===== src/shared/cfgsp_regs.svh =====
`ifndef CFGSP_REGS_SVH
`define CFGSP_REGS_SVH
// Header layout and address map
`define CFGSP_HDR_BITS 8
`define CFGSP_DATA_BITS 16
`define CFGSP_RAM_BIT 7
`define CFGSP_RW_BIT 6
`define CFGSP_STROBE_LAST 6'h0E
`define CFGSP_FIFO_TX 6'h3E
`define CFGSP_FIFO_RX 6'h3F
`define CFGSP_REG_FIRST 6'h10
`define CFGSP_REG_COUNT 33
`define CFGSP_REG_RESET 16'h0000
`endif


===== src/shared/cfgsp_pkg.sv =====
package cfgsp_pkg;
  // Transaction phase
  typedef enum logic [1:0] {
    CFGSP_HDR = 2'b00,
    CFGSP_DATA = 2'b01,
    CFGSP_SKIP = 2'b10
  } cfgsp_phase_t;
endpackage


===== src/rtl/cfgsp_port.sv =====
`timescale 1ns/1ns
`include "cfgsp_regs.svh"
////////////////////////////////////////////////////////////////////////////////
module cfgsp_port
  import cfgsp_pkg::*;
(
  input wire logic sys_clk,
  input wire logic arst_n,
  input wire logic sclk,
  input wire logic serial_in,
  input wire logic chip_select_low,
  output logic serial_out,
  output logic serial_out_oe,
  input wire logic [7:0] status_byte,
  output logic strobe_pulse,
  output logic [5:0] strobe_addr,
  output logic fifo_write,
  output logic fifo_tx_sel,
  output logic [7:0] fifo_wdata,
  input wire logic [7:0] fifo_rdata,
  output logic [33*16-1:0] reg_image
);
  ////////////////////////////////////////////////////////////////////////////
  // Pin synchronisation
  logic [2:0] pins_s;
  cfgsp_sync u_sync (
    .sys_clk(sys_clk),
    .arst_n(arst_n),
    .pin_in({sclk, serial_in, chip_select_low}),
    .pin_out(pins_s)
  );
  wire sclk_s = pins_s[2];
  wire si_s = pins_s[1];
  wire cs_n_s = pins_s[0];

  ////////////////////////////////////////////////////////////////////////////
  // State
  logic sclk_d_r;
  cfgsp_phase_t phase_r;
  logic [4:0] cnt_r;
  logic [7:0] hdr_r;
  logic [15:0] sh_in_r;
  logic [15:0] sh_out_r;
  logic out_r;
  logic [15:0] regs_r [`CFGSP_REG_COUNT];

  // Edge and decode terms
  wire rise = sclk_s & ~sclk_d_r & ~cs_n_s;
  wire fall = ~sclk_s & sclk_d_r & ~cs_n_s;
  wire [7:0] hdr_full = {hdr_r[6:0], si_s};
  wire hdr_done = rise && phase_r == CFGSP_HDR && cnt_r == 5'd7;
  wire [5:0] addr_new = hdr_full[5:0];
  wire [5:0] addr_cur = hdr_r[5:0];
  wire is_read = hdr_r[`CFGSP_RW_BIT];
  // Address classes
  wire strobe_hit = addr_new <= `CFGSP_STROBE_LAST;
  wire fifo_hit = addr_new == `CFGSP_FIFO_TX || addr_new == `CFGSP_FIFO_RX;
  wire [5:0] reg_off = addr_new - `CFGSP_REG_FIRST;
  wire reg_hit = addr_new >= `CFGSP_REG_FIRST &&
                 reg_off < 6'(`CFGSP_REG_COUNT);
  wire [5:0] cur_off = addr_cur - `CFGSP_REG_FIRST;
  wire cur_fifo = addr_cur == `CFGSP_FIFO_TX || addr_cur == `CFGSP_FIFO_RX;
  wire [4:0] data_len = cur_fifo ? 5'd7 : 5'd15;
  wire data_done = rise && phase_r == CFGSP_DATA && cnt_r == data_len;
  wire [15:0] rd_word = reg_hit ? regs_r[reg_off[5:0]] :
                        fifo_hit ? {fifo_rdata, 8'h00} : 16'h0000;
  wire is_reg_wr = !is_read && !cur_fifo;
  // Strobe header: another header follows at once
  wire hdr_only = !hdr_full[`CFGSP_RAM_BIT] && strobe_hit;

  ////////////////////////////////////////////////////////////////////////////
  // Phase sequencing; a new header follows each access except a RAM header, which skips until deselect
  always_ff @(posedge sys_clk or negedge arst_n) begin
    if (!arst_n) begin
      sclk_d_r <= 1'b0;
      phase_r <= CFGSP_HDR;
      cnt_r <= 5'd0;
      hdr_r <= 8'h00;
      sh_in_r <= 16'h0000;
    end else begin
      sclk_d_r <= sclk_s;
      if (cs_n_s) begin
        phase_r <= CFGSP_HDR;
        cnt_r <= 5'd0;
      end else if (rise) begin
        cnt_r <= cnt_r + 5'd1;
        case (phase_r)
          CFGSP_HDR: begin
            hdr_r <= hdr_full;
            if (cnt_r == 5'd7) begin
              cnt_r <= 5'd0;
              if (hdr_full[`CFGSP_RAM_BIT])
                phase_r <= CFGSP_SKIP;
              else if (strobe_hit)
                phase_r <= CFGSP_HDR;
              else
                phase_r <= CFGSP_DATA;
            end
          end
          CFGSP_DATA: begin
            sh_in_r <= {sh_in_r[14:0], si_s};
            if (cnt_r == data_len) begin
              cnt_r <= 5'd0;
              phase_r <= CFGSP_HDR;
            end
          end
          default: cnt_r <= 5'd0;
        endcase
      end
    end
  end

  ////////////////////////////////////////////////////////////////////////////
  // Register file; reset only by arst_n, not by deselect, order free
  genvar gi;
  generate
    for (gi = 0; gi < `CFGSP_REG_COUNT; gi++) begin : g_reg
      always_ff @(posedge sys_clk or negedge arst_n) begin
        if (!arst_n)
          regs_r[gi] <= `CFGSP_REG_RESET;
        else if (data_done && is_reg_wr && cur_off == 6'(gi))
          regs_r[gi] <= {sh_in_r[14:0], si_s};
      end
      assign reg_image[gi*16 +: 16] = regs_r[gi];
    end
  endgenerate

  ////////////////////////////////////////////////////////////////////////////
  // Strobe and FIFO side outputs
  always_ff @(posedge sys_clk or negedge arst_n) begin
    if (!arst_n) begin
      strobe_pulse <= 1'b0;
      strobe_addr <= 6'h00;
      fifo_write <= 1'b0;
      fifo_tx_sel <= 1'b0;
      fifo_wdata <= 8'h00;
    end else begin
      strobe_pulse <= hdr_done && !hdr_full[`CFGSP_RAM_BIT] &&
                      !hdr_full[`CFGSP_RW_BIT] && strobe_hit;
      if (hdr_done)
        strobe_addr <= addr_new;
      fifo_write <= data_done && cur_fifo && !is_read;
      if (data_done) begin
        fifo_tx_sel <= addr_cur == `CFGSP_FIFO_TX;
        fifo_wdata <= {sh_in_r[6:0], si_s};
      end
    end
  end

  ////////////////////////////////////////////////////////////////////////////
  // Output shifter, advanced on falling edges
  always_ff @(posedge sys_clk or negedge arst_n) begin
    if (!arst_n) begin
      sh_out_r <= 16'h0000;
      out_r <= 1'b0;
    end else if (cs_n_s) begin
      // Bit 7 already stands on the pin; the shifter holds the rest
      sh_out_r <= {status_byte[6:0], 9'h000};
      out_r <= status_byte[7];
    end else if (hdr_done) begin
      if (hdr_only)
        sh_out_r <= {status_byte, 8'h00};
      else
        sh_out_r <= hdr_full[`CFGSP_RW_BIT] ? rd_word : 16'h0000;
    end else if (data_done) begin
      sh_out_r <= {status_byte, 8'h00};
    end else if (fall) begin
      out_r <= sh_out_r[15];
      sh_out_r <= {sh_out_r[14:0], 1'b0};
    end
  end

  // Pin drive
  assign serial_out = out_r;
  assign serial_out_oe = ~cs_n_s;
endmodule


===== src/rtl/cfgsp_sync.sv =====
`timescale 1ns/1ns
// Two-flop synchroniser for the serial pins
module cfgsp_sync (
  input wire logic sys_clk,
  input wire logic arst_n,
  input wire logic [2:0] pin_in,
  output logic [2:0] pin_out
);
  logic [2:0] meta_r;
  logic [2:0] sync_r;
  assign pin_out = sync_r;
  // First stage feeds only the second stage; reset to idle pin levels
  // (clock low, data high, select high) so no false edge follows reset
  always_ff @(posedge sys_clk or negedge arst_n) begin
    if (!arst_n) begin
      meta_r <= 3'h3;
      sync_r <= 3'h3;
    end else begin
      meta_r <= pin_in;
      sync_r <= meta_r;
    end
  end
endmodule


===== config.mk =====
export PLATFORM = sky130hd
export DESIGN_NAME = cfgsp_port
export DESIGN_NICKNAME = d
export VERILOG_FILES = /design/src/shared/cfgsp_pkg.sv /design/src/rtl/cfgsp_port.sv /design/src/rtl/cfgsp_sync.sv
export VERILOG_INCLUDE_DIRS = /design/src /design/src/shared
export SDC_FILE = /design/constraint.sdc
export NUM_CORES = 1
export LEC_CHECK = 0
export BUFFER_PORTS_ARGS = -buffer_cell sky130_fd_sc_hd__buf_2
export CAP_MARGIN = 10
export CORE_MARGIN = 3
export CORE_UTILIZATION = 25
export CTS_CLUSTER_DIAMETER = 50
export DETAILED_ROUTE_END_ITERATION = 12
export GPL_TIMING_DRIVEN = 0
export PLACE_DENSITY = 0.49
export SLEW_MARGIN = 20
export SYNTH_ARGS = -nofsm -noshare
export SYNTH_HDL_FRONTEND = slang
export SYNTH_SLANG_ARGS = --single-unit

===== constraint.sdc =====
create_clock -name sys_clk -period 9.2 [get_ports sys_clk]
set_clock_uncertainty 0.15 [all_clocks]
set_input_delay 0.46 -clock sys_clk [delete_from_list [all_inputs] [get_ports sys_clk]]
set_output_delay 0.46 -clock sys_clk [all_outputs]
set_load 0.02 [all_outputs]

==> metrics.md <==
| Metric | Value |
|---|---|
| Clk root buf | clkbuf_16 |
| Worst Hold Class | input pin to async pin |
| I/O Buffers | 567 |
| F_max | 219 MHz |
| Largest area contributor in the netlist | dfrtp_1 |
| Final Setup Violations | 0 |
| Synth area leaders | dfrtp_1 (53%), mux2_2 (23%), mux4_2 (7.6%) |
| Die Area | around 120000 um^2 |
| Wirelength per Cell | 32.7 um |
| Synth Cell Area | 27900 um^2 |
| Setup TNS | 0 ns |
| Outcome | finished clean |
| CTS resizes | 0 |
| Cell Area, Placed | 32800 um^2 |
| CTS Hold Buffers Added | 12 |
| Worst Path Max Fanout | 11 |
| RSZ-0062 raised after global routing | false |
| Final Hold Viols | 0 |
| Syn nets | 1956 |
| IO Count | 568 |
| H-Tree Depth | 3 |
| CP endpoint kind | flop |
| Remaining global-route overflow | 0 |
| Rows | 121 |
| Clk pin slew, worst setup/hold paths | around 0.060 ns |
| WP data required | 9.62 ns |
| Initial core utilization | 0.254 |
| Max_cap viols | 0 |
| CTS buffer count | 93 |
| Routability cong. | 0.891 |
| WP data arrival | between 4 and 5 ns |
| Antenna Nets Post-Route | 0 |
| Top FF cell, synth | dfrtp_1 |
| Core Area | 110000 um^2 |
| Vias in the first global route | 21000 |
| DRT Wirelength | ~140000 um |
| WHS | 0.0499 ns |
| Via/cell ratio | 4.99 |
| DRC viols | 0 |
| Mapped Cells | between 1500 and 2000 |
| Largest net degree at the start of global routing | 84 |
| Die width | approximately 340 um |
| First-pass GRT wire length | 186000 um |
| Final worst-path cycle share | 0.496 |
| Top-area cell type share of the netlist area | 0.533 |
| Final instance area | 36100 um^2 |
| Crit path time final | 4.56 ns |
| Area grow syn2layout | 29.6% |
| Nets | 2638 |
| Leak | 0.0188 uW |
| Detailed Route Iter0 Violations | 1402 |
| Share of layout cells above drive strength 1 | 0.563 |
| Antenna violations before repair | 13 |
| Kind of critical path | flop to flop |
| Ys async rst share | 1.00 |
| Die Y | 340 um |
| Worst-Margin Slew | 1.19 ns |
| Post-CTS Setup Inserts | 0 |
| Pwr dens | 196 nW/um^2 |
| EDFF count, synth | 0 |
| Slew Viols, Final | 0 |
| Max VDD drop | 127 uV |
| DRT Pass-1 Iters | 5 |
| Dpl hpwl | 105000 um |
| Slew headroom | 0.201 |
| Yosys reg bits | roughly 600 |
| Seq/Total Area, Yosys | 0.537 |
| Vias | 20800 |
| All-layer global routing usage | 0.231 |
| Synth Area per Inst | 14.4 um^2 |
| Synth cell types | 68 |
| DP Cell Count | between 3000 and 4000 |
| Synth warnings | 0 |
| CTS tree | built |
| CTS Sinks | 598 |
| Final Non-Filler Cells | 4164 |
| Clock latency on the worst-skew pair | around 0.66 ns |
| Clock Path Buffers | 3 |
| CP startpoint kind | flop |
[per-stage QoR]
step	total power (uW)	worst slack, ns	util
3_3_place_gp	3430	-6.19	0.297
5_1_grt	7290	4.55	0.329
3_5_place_dp	3440	4.71	0.299
6_report	7080	4.64	0.329
4_1_cts	7140	4.67	0.329
2_1_floorplan	3070	6.25	-
[synth_stat cells, drive strengths merged, types with 8 or more instances]
| library cell | n |
|---|---|
| a31oi | 17 |
| dfrtp | 594 |
| inv | 17 |
| a22oi | 55 |
| o221ai | 8 |
| o21ai | 30 |
| nand2 | 84 |
| a21oi | 57 |
| nand2b | 8 |
| nor4 | 11 |
| nand3 | 13 |
| mux2 | 568 |
| nor2 | 25 |
| clkbuf | 85 |
| buf | 75 |
| mux2i | 101 |
| mux4 | 94 |
[cells by family (layout without fill, tap and decap cells)]
kind of cell,after synthesis,after routing,share of synthesized area
xor gates and xnor gates,2,2,0.000628
and+or+nand+nor,185,185,0.0408
adders and majority gates,4,4,0.00179
buffers and inverters,178,933,0.0317
DFF,598,598,0.537
muxes,763,763,0.342
other,0,2,0
AOI/OAI and AO/OA,201,201,0.0468
[cell usage in the layout, fill, tap and decap left out, types with 9 or more instances in the layout]
master / n
a21oi_1: 57
a22oi_1: 55
a31oi_1: 17
buf_2: 607
buf_4: 9
buf_6: 17
bufinv_16: 9
clkbuf_1: 89
clkbuf_16: 95
clkbuf_8: 13
dfrtp_1: 594
dlygate4sd3_1: 12
inv_1: 17
inv_6: 19
mux2_2: 562
mux2i_1: 101
mux4_2: 94
nand2_1: 65
nand2_2: 19
nand3_1: 13
nor2_1: 15
o21ai_0: 29
[critical path: stages, from the launching register on]
cell,delay [ns]
dfrtp_1,0.35
clkbuf_1,0.23
clkinv_1,0.50
clkbuf_1,0.53
ha_1,0.64
nor4_2,0.97
and2_0,0.22
clkbuf_1,0.38
a21oi_1,0.14
a2bb2oi_1,0.16
o21ai_0,0.18
[area by class of cell]
class / count / area [um^2]
clock buffer: 117 / 2590
multi-input combinational: 1155 / 12000
tap: 1476 / 1850
timing repair buffer: 587 / 3190
clock inverter: 51 / 606
sequential: 598 / 15000
fill: 11100 / 73600
antenna: 2 / 5.00
inverter: 18 / 67.6
buffer: 160 / 831
[sequential cells by signal (all words and copies together), names as in the netlist, 2 cells and up]
register	flops
reg_image	528
sh_in_r	15
strobe_addr	6
sh_out_r	16
fifo_wdata	8
u_sync.pin_out	3
u_sync.meta_r	3
phase_r	2
hdr_r	7
cnt_r	5
[layer usage]
metal	track usage	vias to the layer above	wire, um
li1	-	8594	-
met1	0.301	11300	57800
met2	0.374	730	64300
met3	0.0621	179	10100
met4	0.0684	4	3950
met5	0	-	26
[worst paths after layout]
kind	from	to	slack [ns]	cells past startpoint
setup / recovery	hdr_r[3]	sh_out_r[7]	4.64	10
hold / removal	arst_n	reg_image[204]	0.05	2
setup reg to reg	hdr_r[3]	sh_out_r[7]	4.64	10
hold reg to reg	u_sync.meta_r[0]	u_sync.pin_out[0]	0.21	0
max in group asynchronous	arst_n	reg_image[356]	6.62	7
min in group sys_clk	u_sync.meta_r[0]	u_sync.pin_out[0]	0.21	0
[power breakdown]
| part | internal [uW] | switching [uW] | total, uW |
|---|---|---|---|
| Sequential | 2650 | 19.1 | 2670 |
| Combinational | 189 | 556 | 745 |
| Clock | 2270 | 1400 | 3670 |
No activity file was read; power rests on OpenSTA's default activity.
